$ cat src/common/extbu_map.svh
// register-free constants for the external bus unit
`ifndef EXTBU_MAP_SVH
`define EXTBU_MAP_SVH
`define EXTBU_NUM_WIN 4
`define EXTBU_ADDR_W 24
`define EXTBU_WIN_SIZE_W 4
`define EXTBU_MCT_W 4
`define EXTBU_ALE_RST 1'b0
`define EXTBU_MTT_RST 1'b0
`define EXTBU_RWD_RST 1'b0
`define EXTBU_MCT_RST 4'h0
`define EXTBU_SEG_16M 2'h0
`define EXTBU_SEG_1M 2'h1
`define EXTBU_SEG_256K 2'h2
`define EXTBU_SEG_64K 2'h3
`define EXTBU_SYNC_STAGES 3
`endif

$ cat src/common/extbu_pkg.sv
// types shared by the external bus unit
package extbu_pkg;
   // bus mode: single chip or one of four external modes
   typedef enum logic [2:0] {
      EXTBU_SINGLE,
      EXTBU_DEMUX16,
      EXTBU_MUX16,
      EXTBU_MUX8,
      EXTBU_DEMUX8
   } extbu_mode_t;
   // per-window bus characteristics
   typedef struct packed {
      extbu_mode_t mode;
      logic [3:0] cycle_wait;
      logic tristate_wait;
      logic long_ale;
      logic rw_delay;
      logic ready_en;
      logic enable;
   } extbu_cfg_t;
   // window range: base address bits and size code
   typedef struct packed {
      logic [11:0] base;
      logic [3:0] size;
   } extbu_range_t;
   // access request from the core
   typedef struct packed {
      logic [23:0] addr;
      logic [15:0] wdata;
      logic write;
   } extbu_req_t;
endpackage

$ cat src/hdl/extbu_top.sv
// external bus unit: modes, windows, selects, ready, arbitration
`timescale 1ns/100ps
`include "extbu_map.svh"
module extbu_top
   import extbu_pkg::*;
#(
   parameter int NWIN = `EXTBU_NUM_WIN
) (
   // clock and reset
   input wire logic i_sys_clk,
   input wire logic i_rst,
   // configuration
   input wire extbu_cfg_t i_default_bus_config_reg,
   input wire extbu_cfg_t [NWIN-1:0] i_window_bus_config_reg,
   input wire extbu_range_t [NWIN-1:0] i_window_range_reg,
   input wire logic i_unlatched_select_bit,
   input wire logic i_arbitration_enable_bit,
   input wire logic i_arbitration_port_dir_bit7,
   input wire logic [1:0] i_seg_space,
   input wire logic [15:0] i_data_port_dir,
   input wire logic [15:0] i_data_port_gpio,
   // core request side
   input wire logic i_req_valid,
   input wire extbu_req_t i_req,
   output logic o_req_ready,
   output logic o_rsp_valid,
   output logic [15:0] o_rsp_data,
   output logic o_ext_fetch,
   // bus pins
   input wire logic [15:0] i_data_port_pins,
   output logic [15:0] o_data_port_pins,
   output logic [15:0] o_data_port_oe,
   output logic [15:0] o_address_port_pins,
   output logic o_address_port_oe,
   output logic [7:0] o_segment_pins,
   output logic o_ale,
   output logic o_rd_n,
   output logic o_wr_n,
   input wire logic i_ready_n,
   input wire logic i_external_fetch_select,
   // arbitration port
   output logic [4:0] o_select_n,
   input wire logic i_hold_n,
   input wire logic i_takeover_acknowledge_n,
   output logic o_takeover_acknowledge_n,
   output logic o_takeover_acknowledge_oe,
   output logic o_bus_request_out_n
);

   // access sequencer states
   typedef enum logic [2:0] {
      ST_IDLE, ST_ADDR, ST_WAIT, ST_DATA, ST_TRI, ST_HELD
   } extbu_st_t;

   extbu_st_t st_q; // sequencer state
   extbu_st_t st_d;
   extbu_req_t req_q; // captured request
   extbu_cfg_t cfg_q; // config latched at access start
   logic [4:0] sel_q; // latched select lines, active high
   logic [3:0] cnt_q; // wait state counter
   logic [3:0] cnt_d;
   logic [15:0] rdata_q; // read data capture
   logic rsp_q; // response pulse
   logic [2:0] rdy_sync_q; // ready synchroniser
   logic [2:0] hold_sync_q; // hold request synchroniser
   logic [2:0] ack_sync_q; // acknowledge input synchroniser
   logic [2:0] ea_sync_q; // fetch select synchroniser
   logic rdy_q; // filtered ready, active high
   logic hold_q; // filtered hold request
   logic ea_q; // filtered fetch select level
   logic ext_fetch_q; // fetch source flag
   logic arb_on_q; // arbitration latched on

   // window hit: compare address against base above size bits
   function automatic logic win_hit(input extbu_range_t r,
                                    input logic [23:0] a);
      logic [23:0] base_a;
      logic [23:0] mask;
      base_a = {r.base, 12'h000};
      mask = 24'hffffff << (5'(r.size) + 5'h0c);
      win_hit = ((a & mask) == (base_a & mask));
   endfunction

   // select decode for an address, one-hot incl. default
   function automatic logic [4:0] sel_dec(input logic [23:0] a,
      input extbu_range_t [NWIN-1:0] rr,
      input extbu_cfg_t [NWIN-1:0] cc);
      logic [NWIN-1:0] h;
      h = '0;
      for (int k = 0; k < NWIN; k++) begin
         h[k] = cc[k].enable && win_hit(rr[k], a);
      end
      sel_dec = 5'h00;
      // pairs resolved high index first
      if (h[3]) begin
         sel_dec = 5'h10;
      end else if (h[2]) begin
         sel_dec = 5'h08;
      end else if (h[1]) begin
         sel_dec = 5'h04;
      end else if (h[0]) begin
         sel_dec = 5'h02;
      end else begin
         sel_dec = 5'h01;
      end
   endfunction

   // continuous decode of current and live addresses
   wire logic [4:0] sel_new = sel_dec(i_req.addr, i_window_range_reg,
                                      i_window_bus_config_reg);
   wire logic [4:0] sel_live = sel_dec(req_q.addr, i_window_range_reg,
                                       i_window_bus_config_reg);
   wire extbu_cfg_t cfg_new = sel_new[4] ? i_window_bus_config_reg[3] :
      sel_new[3] ? i_window_bus_config_reg[2] :
      sel_new[2] ? i_window_bus_config_reg[1] :
      sel_new[1] ? i_window_bus_config_reg[0] :
      i_default_bus_config_reg;
   wire logic is_mux = (cfg_q.mode == EXTBU_MUX8) ||
                       (cfg_q.mode == EXTBU_MUX16);
   wire logic is_w16 = (cfg_q.mode == EXTBU_MUX16) ||
                       (cfg_q.mode == EXTBU_DEMUX16);
   wire logic is_slave = i_arbitration_port_dir_bit7;
   wire logic bus_busy = (st_q != ST_IDLE) && (st_q != ST_HELD);
   wire logic hold_go = arb_on_q && !is_slave && hold_q;
   wire logic slave_go = arb_on_q && is_slave && !ack_sync_q[2] &&
                         !ack_sync_q[1];
   wire logic ext_ok = (cfg_new.mode != EXTBU_SINGLE);
   wire logic addr_ph = (st_q == ST_ADDR);
   wire logic drive = bus_busy && (st_q != ST_TRI);

   // input synchronisers; third and second stage agree
   always_ff @(posedge i_sys_clk or posedge i_rst) begin
      if (i_rst) begin
         rdy_sync_q <= 3'h7;
         hold_sync_q <= 3'h7;
         ack_sync_q <= 3'h7;
         ea_sync_q <= 3'h0;
      end else begin
         rdy_sync_q <= {rdy_sync_q[1:0], i_ready_n};
         hold_sync_q <= {hold_sync_q[1:0], i_hold_n};
         ack_sync_q <= {ack_sync_q[1:0], i_takeover_acknowledge_n};
         ea_sync_q <= {ea_sync_q[1:0], i_external_fetch_select};
      end
   end

   // filtered levels change only when stages two and three agree
   always_ff @(posedge i_sys_clk or posedge i_rst) begin
      if (i_rst) begin
         rdy_q <= 1'b0;
         hold_q <= 1'b0;
         ea_q <= 1'b0;
      end else begin
         if (rdy_sync_q[2] == rdy_sync_q[1]) rdy_q <= !rdy_sync_q[2];
         if (hold_sync_q[2] == hold_sync_q[1]) hold_q <= !hold_sync_q[2];
         if (ea_sync_q[2] == ea_sync_q[1]) ea_q <= ea_sync_q[2];
      end
   end

   // fetch source set during reset, follows the inverted pin after release
   // a separate held reset would be cleaner; here the first core
   // request that starts an access at a nonzero address freezes the strap
   always_ff @(posedge i_sys_clk or posedge i_rst) begin
      if (i_rst) begin
         ext_fetch_q <= 1'b1;
      end else if (st_q == ST_IDLE && !o_rsp_valid && !rsp_q &&
                   !i_req_valid && req_q.addr == 24'h0) begin
         ext_fetch_q <= !ea_q;
      end
   end

   // arbitration enable is sticky once software sets it
   always_ff @(posedge i_sys_clk or posedge i_rst) begin
      if (i_rst) begin
         arb_on_q <= 1'b0;
      end else if (i_arbitration_enable_bit) begin
         arb_on_q <= 1'b1;
      end
   end

   // sequencer next state
   always_comb begin
      st_d = st_q;
      cnt_d = cnt_q;
      case (st_q)
         ST_IDLE: begin
            if (hold_go || slave_go) begin
               st_d = ST_HELD;
            end else if (i_req_valid && ext_ok) begin
               st_d = ST_ADDR;
               cnt_d = cfg_new.long_ale ? 4'h1 : 4'h0;
            end
         end
         ST_ADDR: begin
            if (cnt_q == 4'h0) begin
               st_d = ST_WAIT;
               cnt_d = cfg_q.cycle_wait;
            end else begin
               cnt_d = cnt_q - 4'h1;
            end
         end
         ST_WAIT: begin
            if (cnt_q != 4'h0) begin
               cnt_d = cnt_q - 4'h1;
            end else if (!cfg_q.ready_en || rdy_q) begin
               st_d = ST_DATA;
            end
         end
         ST_DATA: begin
            st_d = ST_TRI;
            cnt_d = cfg_q.tristate_wait ? 4'h1 : 4'h0;
         end
         ST_TRI: begin
            if (cnt_q == 4'h0) begin
               st_d = ST_IDLE;
            end else begin
               cnt_d = cnt_q - 4'h1;
            end
         end
         ST_HELD: begin
            if (!hold_go && !slave_go) begin
               st_d = ST_IDLE;
            end
         end
         default: st_d = ST_IDLE;
      endcase
   end

   // sequencer registers
   always_ff @(posedge i_sys_clk or posedge i_rst) begin
      if (i_rst) begin
         st_q <= ST_IDLE;
         cnt_q <= 4'h0;
         req_q <= '0;
         cfg_q <= '0;
         sel_q <= 5'h00;
         rdata_q <= 16'h0000;
         rsp_q <= 1'b0;
      end else begin
         st_q <= st_d;
         cnt_q <= cnt_d;
         rsp_q <= (st_q == ST_DATA);
         if (st_q == ST_IDLE && st_d == ST_ADDR) begin
            req_q <= i_req;
            cfg_q <= cfg_new;
            sel_q <= sel_new; // select filter latches per access
         end
         if (st_q == ST_TRI && st_d == ST_IDLE) begin
            sel_q <= 5'h00;
         end
         if (st_q == ST_DATA && !req_q.write) begin
            rdata_q <= is_w16 ? i_data_port_pins :
                       {8'h00, i_data_port_pins[7:0]};
         end
      end
   end

   // core handshake
   assign o_req_ready = (st_q == ST_IDLE) && !hold_go && !slave_go;
   assign o_rsp_valid = rsp_q;
   assign o_rsp_data = rdata_q;
   assign o_ext_fetch = ext_fetch_q;

   // data port drive: address phase in mux, write data later
   wire logic [15:0] ad_out = addr_ph && is_mux ? req_q.addr[15:0] :
                              req_q.wdata;
   wire logic [15:0] bus_oe_lo = (addr_ph && is_mux) ||
      (drive && req_q.write && !addr_ph && !cfg_q.rw_delay) ||
      (drive && req_q.write && st_q == ST_DATA) ? 16'h00ff : 16'h0000;
   wire logic hi_bus = is_w16 || is_mux;
   wire logic hi_addr = addr_ph || (is_mux && !is_w16 && drive);
   wire logic [15:0] bus_oe = bus_oe_lo | (hi_bus &&
      (bus_oe_lo[0] || (is_mux && !is_w16 && hi_addr)) ?
      16'hff00 : 16'h0000);
   wire logic [15:0] hi_val = (is_mux && !is_w16) ?
      {req_q.addr[15:8], 8'h00} : {ad_out[15:8], 8'h00};
   wire logic bus_owned = bus_busy;
   // free high byte stays general-purpose in demux 8-bit
   assign o_data_port_pins = bus_owned ?
      {hi_bus ? hi_val[15:8] : i_data_port_gpio[15:8], ad_out[7:0]} :
      i_data_port_gpio;
   // handed over: port floats so the other master owns it
   assign o_data_port_oe = (st_q == ST_HELD) ? 16'h0000 : bus_owned ?
      (bus_oe | (hi_bus ? 16'h0000 : ~i_data_port_dir & 16'hff00)) :
      ~i_data_port_dir;
   assign o_address_port_pins = req_q.addr[15:0];
   assign o_address_port_oe = bus_owned && !is_mux;
   assign o_ale = addr_ph && is_mux;

   // segment lines masked by space size
   wire logic [7:0] seg_mask = (i_seg_space == `EXTBU_SEG_16M) ? 8'hff :
      (i_seg_space == `EXTBU_SEG_1M) ? 8'h0f :
      (i_seg_space == `EXTBU_SEG_256K) ? 8'h03 : 8'h00;
   assign o_segment_pins = req_q.addr[23:16] & seg_mask;

   // strobes after optional read/write delay
   wire logic strobe = (st_q == ST_WAIT || st_q == ST_DATA) &&
                       !(cfg_q.rw_delay && st_q == ST_WAIT &&
                         cnt_q == cfg_q.cycle_wait);
   assign o_rd_n = !(strobe && !req_q.write);
   assign o_wr_n = !(strobe && req_q.write);

   // selects: latched per access or straight from address
   wire logic [4:0] sel_out = i_unlatched_select_bit ?
      (bus_busy ? sel_live : 5'h00) : sel_q;
   assign o_select_n = ~sel_out;

   // arbitration pins only once enabled
   assign o_takeover_acknowledge_n = !(st_q == ST_HELD && hold_go);
   assign o_takeover_acknowledge_oe = arb_on_q && !is_slave;
   assign o_bus_request_out_n = !(arb_on_q && st_q == ST_HELD &&
                                  i_req_valid);
endmodule

$ cat config.mk
export PLATFORM = sky130hd
export DESIGN_NAME = extbu_top
export DESIGN_NICKNAME = d
export VERILOG_FILES = /design/src/common/extbu_pkg.sv /design/src/hdl/extbu_top.sv
export VERILOG_INCLUDE_DIRS = /design/src /design/src/common
export SDC_FILE = /design/constraint.sdc
export NUM_CORES = 1
export LEC_CHECK = 0
export BUFFER_PORTS_ARGS = -buffer_cell sky130_fd_sc_hd__buf_2
export CAP_MARGIN = 40
export CORE_MARGIN = 3
export CORE_UTILIZATION = 51
export DETAILED_ROUTE_END_ITERATION = 7
export PLACE_DENSITY = 0.83
export REMOVE_ABC_BUFFERS = 1
export SLEW_MARGIN = 5
export SYNTH_ARGS = -nofsm -noshare
export SYNTH_HDL_FRONTEND = slang
export SYNTH_SLANG_ARGS = --single-unit
$ cat constraint.sdc
create_clock -name i_sys_clk -period 3.5 [get_ports i_sys_clk]
set_input_delay 0 -clock i_sys_clk [delete_from_list [all_inputs] [get_ports i_sys_clk]]
set_output_delay 0 -clock i_sys_clk [all_outputs]
set_load 0.03 [all_outputs]
* Word level (Yosys, flattened, before mapping)
Index checks and enable logic that the tools add are counted.
** Word-level totals
- Bits in registers :: 97
- Bits of input ports :: 225
- Logic and storage cells :: 208
** Operators by class
- Add/sub/neg operators :: 5
- Equal/unequal tests :: 29
- Shifts and indexed selects :: 4
- Mux-type cells :: 45
- Bitwise logic cells :: 17
- Reductions and logical operators :: 86
** Operators by type and width (count)
- $and 24x24->24 :: 12
- $eq 24x24->1 :: 8
- $mux 16 :: 8
- $shl 24x5->24 const A :: 4
- $mux 12 :: 4
- $logic_and 1x1->1 :: 44
- $mux 4 :: 8
- $mux 5 :: 6
- $mux 3 :: 9
- $logic_not 24->1 :: 1
- $mux 8 :: 3
- $logic_not 1->1 :: 21
- $add 4x4->5 const B :: 4
- $pmux 4 s5 :: 1
- $pmux 3 s6 :: 1
- $not 16->16 :: 1
- $or 16x16->16 :: 1
- $or 8x16->16 :: 1
- $eq 3x2->1 const B :: 4
- $logic_or 1x1->1 :: 10
- $eq 3x1->1 const B :: 3
- $and 8x8->8 :: 1
- $ne 2x2->1 const B :: 4
- $eq 3x3->1 const B :: 2
- 17 further kinds :: 25

* Longest topological paths before layout
Gate-level depths: netlist of run 1.
- Depth in word-level cells :: 22
- Gate-level depth with buffers :: 17

* Worst setup path before layout of run 1
Ideal clock, no wire load.
- Path type :: input to register
- From :: in i_window_range_reg[34] (netlist name)
- To :: reg cfg_q[5] (netlist name)
- Setup time :: 0.125 ns
- Arrival time :: 3.210 ns
- Setup slack :: 0.165 ns
- Cell stages on the path :: 14
- Path through :: clkbuf_1 > inv_1 > ha_1 > clkbuf_1 > a222oi_1 > nand2_1 > a2111oi_0 > nand2_1 > o31a_1 > o31a_2 > a31oi_4 > buf_6 > buf_8 > mux2_4
** Between the ends
- Cells in the longest elaborated chain, start to end :: 18
- Elaborated cells on any way between the ends :: 19
- Classes of those cells :: add/sub: 1; eq/ne: 2; shift: 1; mux: 9; bitwise: 2; reduce/logical: 4
** Ends and longest elaborated chain
- from (decl) :: line extbu_top.sv:15 : input wire extbu_range_t [NWIN-1:0] i_window_range_reg,
- $add 4x4->5 * :: line extbu_top.sv:80 : mask = 24'hffffff << (5'(r.size) + 5'h0c);
- $shl 24x5->24 * :: line extbu_top.sv:80
- $and 24x24->24 :: line extbu_top.sv:81 : win_hit = ((a & mask) == (base_a & mask));
- $eq 24x24->1 * :: line extbu_top.sv:81
- $logic_and 1x1->1 * :: line extbu_top.sv:91 : h[k] = cc[k].enable && win_hit(rr[k], a);
- $mux 4 * :: line extbu_top.sv:97 : end else if (h[2]) begin
- $mux 5 * :: line extbu_top.sv:95 : if (h[3]) begin
- $mux 12 :: line extbu_top.sv:116 : sel_new[1] ? i_window_bus_config_reg[0] :
- [2 not listed]
- $mux 12 * :: line extbu_top.sv:113 : wire extbu_cfg_t cfg_new = sel_new[4] ? i_window_bus_config_reg[3] :
- $reduce_bool 3->1 :: line extbu_top.sv:127 : wire logic ext_ok = (cfg_new.mode != EXTBU_SINGLE);
- $logic_and 1x1->1 :: line extbu_top.sv:188 : end else if (i_req_valid && ext_ok) begin
- $mux 3 :: line extbu_top.sv:188
- $mux 3 :: line extbu_top.sv:186 : if (hold_go || slave_go) begin
- $pmux 3 s6 :: line extbu_top.sv:184 : case (st_q)
- $eq 3x1->1 :: line extbu_top.sv:242 : if (st_q == ST_IDLE && st_d == ST_ADDR) begin
- $logic_and 1x1->1 :: line extbu_top.sv:242
- to (signal assigned) :: line extbu_top.sv:244 : cfg_q <= cfg_new;
- to (decl) :: line extbu_top.sv:58 : extbu_cfg_t cfg_q;
Every way passes the cells marked *; elsewhere a longest branch is shown, timed or not.
A chain may end at the register's enable or synchronous reset.

* Worst setup path after layout of run 1
- From :: reg req_q[35] (netlist name)
- To :: out o_select_n[1]
** Between the ends
- Cells in the longest elaborated chain, start to end :: 10
- Elaborated cells on any way between the ends :: 19
- Classes of those cells :: eq/ne: 4; mux: 6; bitwise: 5; reduce/logical: 4
** Ends and longest elaborated chain
- from (decl) :: line extbu_top.sv:57 : extbu_req_t req_q;
- from (signal assigned) :: line extbu_top.sv:243 : req_q <= i_req;
- $and 24x24->24 :: line extbu_top.sv:81
- $eq 24x24->1 :: line extbu_top.sv:81
- $logic_and 1x1->1 :: line extbu_top.sv:91
- $mux 2 :: line extbu_top.sv:101 : end else if (h[0]) begin
- $mux 3 :: line extbu_top.sv:99 : end else if (h[1]) begin
- $mux 4 :: line extbu_top.sv:97
- $mux 5 * :: line extbu_top.sv:95
- $mux 5 * :: line extbu_top.sv:304 : (bus_busy ? sel_live : 5'h00) : sel_q;
- $mux 5 * :: line extbu_top.sv:303 : wire logic [4:0] sel_out = i_unlatched_select_bit ?
- $not 5->5 * :: line extbu_top.sv:305 : assign o_select_n = ~sel_out;
- to (decl) :: line extbu_top.sv:42 : output logic [4:0] o_select_n,
Marks and branches as above.

==> qor.yml, run 1 <==
outcome:
  status: "finished clean"
yosys:
  postSynthAreaPerCell_sq_um: 8.36
  synth-main-ff-cell: "dfrtp_1"
  ys_seq_elements: 97
  ys_seq_area_share_pct: 28.9
  synth_cell_types: 78
  netlist_area_sq_um: 8430
  synth_cells: 1008
  async_flop_share_pct: 100
  yosys_warnings: 0
  synth_edf_count: 0
floorplan:
  die_y_um: 135
  start_util_pct: 52.5
  die_w_um: 135
  io_pins: 312
  rows: 46
  core-area_sq_um: 16100
  die_area_sq_um: 18100
clock_network:
  clk_pin_slew_ps: 70
  insertion_delay_ps: 360
  clock_path_buffers: 2
  cts_max_level: 3
  cts_resized: 0
  cts_setup_buffers: 0
  tritoncts: "yes"
  cts_buffers: 9
  cts-root-buf: "clkbuf_16"
  cts.sinks: 97
place:
  dp.final_hpwl_mm: 25.8
  numPortBuffers: 310
  gp_congestion: 0.992
  dp.cells: 1489
routing:
  drcViolationCount: 0
  wl_per_cell_um: 22.6
  drtPass1Iterations: 5
  drtAntennaViolNets: 0
  via_per_inst: 6.11
  vias: 9449
  drt_iter0_drc: 953
  drt-total-wl_mm: 35.0
power_and_ir_drop:
  power_per_cell_area_nw_per_um2: 757
  p_leak_nw: 5.16
  vdd.ir_drop.worst_mv: 0.688
critical_path:
  cp_max_fo: 7
  worstSetupEndpointType: "output port"
  start_kind: "flop"
  path_class: "reg -> out"
  worstPathRequired_ps: 3500
  worst_ep_arrival_time_ps: 3250
final_layout:
  fin_nets: 1568
  layout-drive-gt1-share_pct: 33.8
  n_fill_cell: 1318
  regArea_sq_um: 2440
  fin_cells: 1547
  layout_commonest_cell: "buf_2"
  synthToLayoutAreaGrowth_pct: 29.5
  multi_input_area_sq_um: 5380
  layout_common_cells: "311 x buf_2, 106 x nand2_1, 87 x dfrtp_1"
  final_util_pct: 68.0
sta:
  finClkSkew_ps: 15.4
  fmax_ghz: 0.308
  tightest_slew_ps: 802
  holdWs_ps: 14.8
  setup_violations: 0
  hold_viol_final: 0
  period_share_pct: 92.8
  setup_tns_ps: 0
  slew_viol_final: 0
  rsz0062_at_grt: "false"
  slew_headroom_pct: 46.1
  min_period_ps: 3250
global_route:
  grt_max_degree: 59
  grt_pass1_wl_mm: 51.6
  track_usage_pct: 37.3
  antenna_found_initial: 3
  overflow: 0
  grt_pass1_vias: 9127
job:
  maxCapViolations: 0
worst_hold_path:
  holdCritPathClass: "in -> reg"
## report_power, final
part           internal, mW  total [mW]  leakage (nW)  switching (mW)
registers              1.57        2.28          1.17           0.712
clock network         0.493       0.981         0.132           0.488
logic                  1.88        5.01          3.87            3.12
total                  3.94        8.27          5.16            4.32
## Yosys cell counts, drive strengths merged, types with 5 or more instances
cell / number / area share (%)
nor2: 53 / 2.4
o211ai: 16 / 1.4
xor2: 58 / 6.0
o21ai: 82 / 4.9
mux2i: 24 / 2.8
dfrtp: 87 / 26
a2111oi: 7 / 0.88
and2: 7 / 0.52
dfstp: 10 / 3.1
ha: 18 / 2.7
o2111ai: 11 / 1.1
a22oi: 11 / 0.98
buf: 32 / 2.6
and3b: 5 / 0.52
nand2: 106 / 4.7
o22ai: 7 / 0.52
nor2b: 14 / 1.0
clkbuf: 63 / 2.8
nand3: 21 / 1.2
a21boi: 7 / 0.62
nor4: 6 / 0.45
xnor2: 42 / 4.4
inv: 40 / 1.8
o311ai: 14 / 1.5
a31oi: 8 / 0.77
nor3b: 6 / 0.67
nor3: 11 / 0.79
a22o: 15 / 1.6
nand2b: 14 / 1.0
a21oi: 63 / 3.7
mux2: 47 / 6.6
nand4: 16 / 1.2
o221ai: 10 / 1.0
## worst max-delay path, stage by stage, from the launching register on
cell	delay [ps]
dfrtp_1	520
xor2_1	230
nand4_1	130
o21ai_0	140
a2111oi_0	460
nand4_1	200
a221oi_1	310
buf_4	210
nand3b_1	120
nand2b_1	130
nor2_1	50
a21oi_1	160
buf_2	230
## layer usage
| metal | global-route usage [%] | wire, um | up-vias |
|---|---|---|---|
| met5 | 0 | 34 | - |
| met3 | 8.83 | 3650 | 100 |
| met1 | 46.3 | 13200 | 4438 |
| li1 | - | - | 4287 |
| met2 | 62.9 | 16600 | 620 |
| met4 | 14.6 | 1500 | 4 |
## area by class of cell
class / instances / area share (%)
clock buffers: 10 / 2.10
well taps: 216 / 2.47
diodes: 1 / 0.0229
multi-input cells: 776 / 49.3
clock inverters: 6 / 0.493
flip-flops and latches: 97 / 22.3
inverters: 40 / 1.40
repair buffers: 401 / 21.9
## cell families (layout without fill, tap and decap cells)
group	after synthesis	after routing	synth area share (%)
AO/OA/AOI/OAI	306	306	24.8
XOR/XNOR	100	100	10.4
adder cells (fa/ha/maj)	19	19	2.79
buffers and inverters	135	457	7.21
flip-flops	97	97	28.9
multiplexers	71	71	9.48
other	0	1	0
AND/OR/NAND/NOR	280	280	16.4
## flip-flops by register name, summed over array words and instances (netlist names)
register and cells:
cfg_q 10, rdy_q 1, hold_sync_q 3, ea_q 1, ack_sync_q 3, arb_on_q 1, req_q 25, cnt_q 4
o_ext_fetch 1, st_q 3, o_address_port_pins 16, hold_q 1, o_rsp_valid 1, rdy_sync_q 3, sel_q 5, o_rsp_data 16
ea_sync_q 3
## final timing paths
kind | start | end | slack, ps | cells after the start
worst min register to register | ea_sync_q[0] | ea_sync_q[1] | 350 | 0
worst max-delay path | req_q[35] | o_select_n[1] | 250 | 12
max in group asynchronous | i_rst | o_ext_fetch | 2360 | 5
min in group asynchronous | i_rst | req_q[15] | 140 | 3
worst max register to register | st_q[2] | o_address_port_pins[10] | 1110 | 7
worst min-delay path | i_window_bus_config_reg[30] | cfg_q[6] | 10 | 4
## per-stage QoR
step	setup WS [ps]	power, mW	instance area, sq um
4_1_cts	277	8.13	10900
5_1_grt	74.2	8.67	10900
2_1_floorplan	-602	5.26	7970
3_3_place_gp	127	7.04	10200
6_report	250	8.27	10900
3_5_place_dp	44.8	7.11	10200
## timing repair
action,4_1_cts,5_1_grt
endpoints found under the hold margin,108,0
hold buffers,40,0
setup endpoints to repair,0,0
(Power assumes the default switching activity.)
==> run 2: changes to the inputs <==
==> constraint.sdc (replaced) <==
create_clock -name i_sys_clk -period 3.5 [get_ports i_sys_clk]
set_input_delay 0.175 -clock i_sys_clk [delete_from_list [all_inputs] [get_ports i_sys_clk]]
set_output_delay 0.175 -clock i_sys_clk [all_outputs]
set_load 0.03 [all_outputs]
==> run 2 against run 1 <==
  * Maximum frequency is 1.5% lower
  * Sequential cell count did not move
  * Highest routed layer unchanged
  * Count of clock-buffer cells in the layout is 1 higher
  * Largest cell class unchanged
  * Core utilization decreased by 1.3 points
  * Hold slack worse by 12 ps
  * Largest power group unchanged
  * Critical path depth did not move
  * Global-route usage fell by 1.2 points
  * Via count decreased by 1.6%
  * Sequential share of layout area is 0.44 points higher
==> qor.yml, run 2 (synthesized netlist as in run 1, its figures left out) <==
critical_path:
  r2r-start: "st_q[2]"
  r2r_end: "req_q[11]"
  endpoint: "o_select_n[1]"
  rrSetupSlack_ps: 1150
  path_class: "reg -> out"
  rr_worst_depth: 7
  worstPathRequired_ps: 3320
  worst_ep_arrival_time_ps: 3130
  startpoint: "req_q[34]"
  start_kind: "flop"
  worstSetupEndpointType: "output port"
  cp_max_fo: 9
final_layout:
  largest_register_ffs: 25
  fin_cells: 1525
  layout_commonest_cell: "buf_2"
  n_fill_cell: 1373
  stdcell_area_sq_um: 10700
  final_util_pct: 66.7
  layout-drive-gt1-share_pct: 35.4
  synthToLayoutAreaGrowth_pct: 27.0
  fin_nets: 1546
  layout_common_cells: "310 x buf_2, 106 x nand2_1, 87 x dfrtp_1"
  regMostFlops: "req_q"
floorplan:
  rows: 46
  start_util_pct: 52.5
  core-area_sq_um: 16100
  io_pins: 312
  die_area_sq_um: 18100
  die_w_um: 135
  die_y_um: 135
sta:
  setup_violations: 0
  holdWs_ps: 2.94
  hold_viol_final: 0
  fmax_ghz: 0.303
  tightest_slew_ps: 743
  rsz0062_at_grt: "false"
  slew_headroom_pct: 50.1
  min_period_ps: 3300
  finClkSkew_ps: 9.07
  slew_viol_final: 0
  period_share_pct: 94.3
clock_network:
  cts.sinks: 97
  clock_path_buffers: 2
  cts_max_level: 3
  clk_pin_slew_ps: 70
  cts_setup_buffers: 0
  insertion_delay_ps: 360
  cts_buffers: 9
  tritoncts: "yes"
  cts-root-buf: "clkbuf_16"
place:
  dp.cells: 1501
  dp.final_hpwl_mm: 25.9
  gp_congestion: 1.03
  place_area_sq_um: 10300
  numPortBuffers: 310
routing:
  drt_iter0_drc: 880
  via_per_inst: 6.10
  drcViolationCount: 0
  drtAntennaViolNets: 0
  vias: 9302
  drt-total-wl_mm: 33.8
  wl_per_cell_um: 22.2
  drtPass1Iterations: 7
global_route:
  overflow: 0
  grt_pass1_vias: 8950
  track_usage_pct: 36.0
  antenna_found_initial: 3
  grt_pass1_wl_mm: 50.1
  grt_max_degree: 45
power_and_ir_drop:
  power_per_cell_area_nw_per_um2: 775
  power_mw: 8.30
  p_leak_nw: 5.10
  vdd.ir_drop.worst_mv: 0.826
worst_hold_path:
  holdCritPathClass: "in -> reg"
job:
  maxCapViolations: 0
outcome:
  status: "finished clean"
## run 2: cell types whose count changed in the layout (fill, tap and decap cells not counted), sizes merged
| cell | before | now |
|---|---|---|
| inv | 42 | 44 |
| clkinvlp | 2 | 1 |
| clkinv | 2 | 0 |
| buf | 361 | 372 |
| dlygate4sd3 | 40 | 7 |
| clkbuf | 10 | 11 |
## run 2: layout make-up
cell class	instances	area, sq um	share of cell area [%]
multi-input cells	776	5400	50.4
flip-flops and latches	97	2440	22.8
repair buffers	379	2130	19.9
well taps	216	270	2.52
clock buffers	11	264	2.47
inverters	40	153	1.43
clock inverters	5	50.0	0.467
diodes	1	2.50	0.0234
## run 2: worst max-delay path: stages (launching register included)
cell	delay, ps
dfrtp_1	550
xor2_1	210
o21ai_0	90
o21ai_0	170
a2111oi_2	430
nand4_1	210
a221oi_2	270
buf_4	190
nand3b_1	120
nand2b_1	130
nor2_1	50
a21oi_1	120
buf_2	220
## run 2: through the flow
stage,TNS (ps),setup WS [ps]
3_3_place_gp,0,23.7
4_1_cts,0,80.0
2_1_floorplan,-40860,-777
6_report,0,199
3_5_place_dp,0,48.8
5_1_grt,0,46.1
## run 2: worst min path at each step
stage                                   startpoint       endpoint  slack (ps)  cells past startpoint
after global routing           i_data_port_pins[0]  o_rsp_data[0]           2                      3
after detailed placement                     i_rst      req_q[15]         220                      2
after CTS                      i_data_port_pins[3]  o_rsp_data[3]           2                      3
final                          i_data_port_pins[0]  o_rsp_data[0]           3                      3
after floorplan           i_takeover_acknowledge_n  ack_sync_q[0]         180                      0
after global placement    i_takeover_acknowledge_n  ack_sync_q[0]         280                      1
## run 2: routing by layer
layer | routed length (um) | track usage [%] | share of wire (%) | up-vias
met5 | 54 | 0 | 0.16 | -
met4 | 1480 | 13.7 | 4.4 | 6
met1 | 12800 | 45.4 | 38 | 4364
met2 | 15900 | 60.8 | 47 | 606
li1 | - | - | - | 4225
met3 | 3550 | 7.90 | 11 | 101
## run 2: timing repair
action                                  CTS  global route
gates resized for setup                   0             4
endpoints found under the hold margin    36             0
endpoints found under the setup margin    0             3
hold buffers                              7             0
## run 2: power breakdown
group          internal, mW  total (mW)  switching (mW)
logic                  1.88        4.97            3.09
registers              1.57        2.28           0.712
clock network         0.563        1.05           0.484
total                  4.01        8.30            4.28
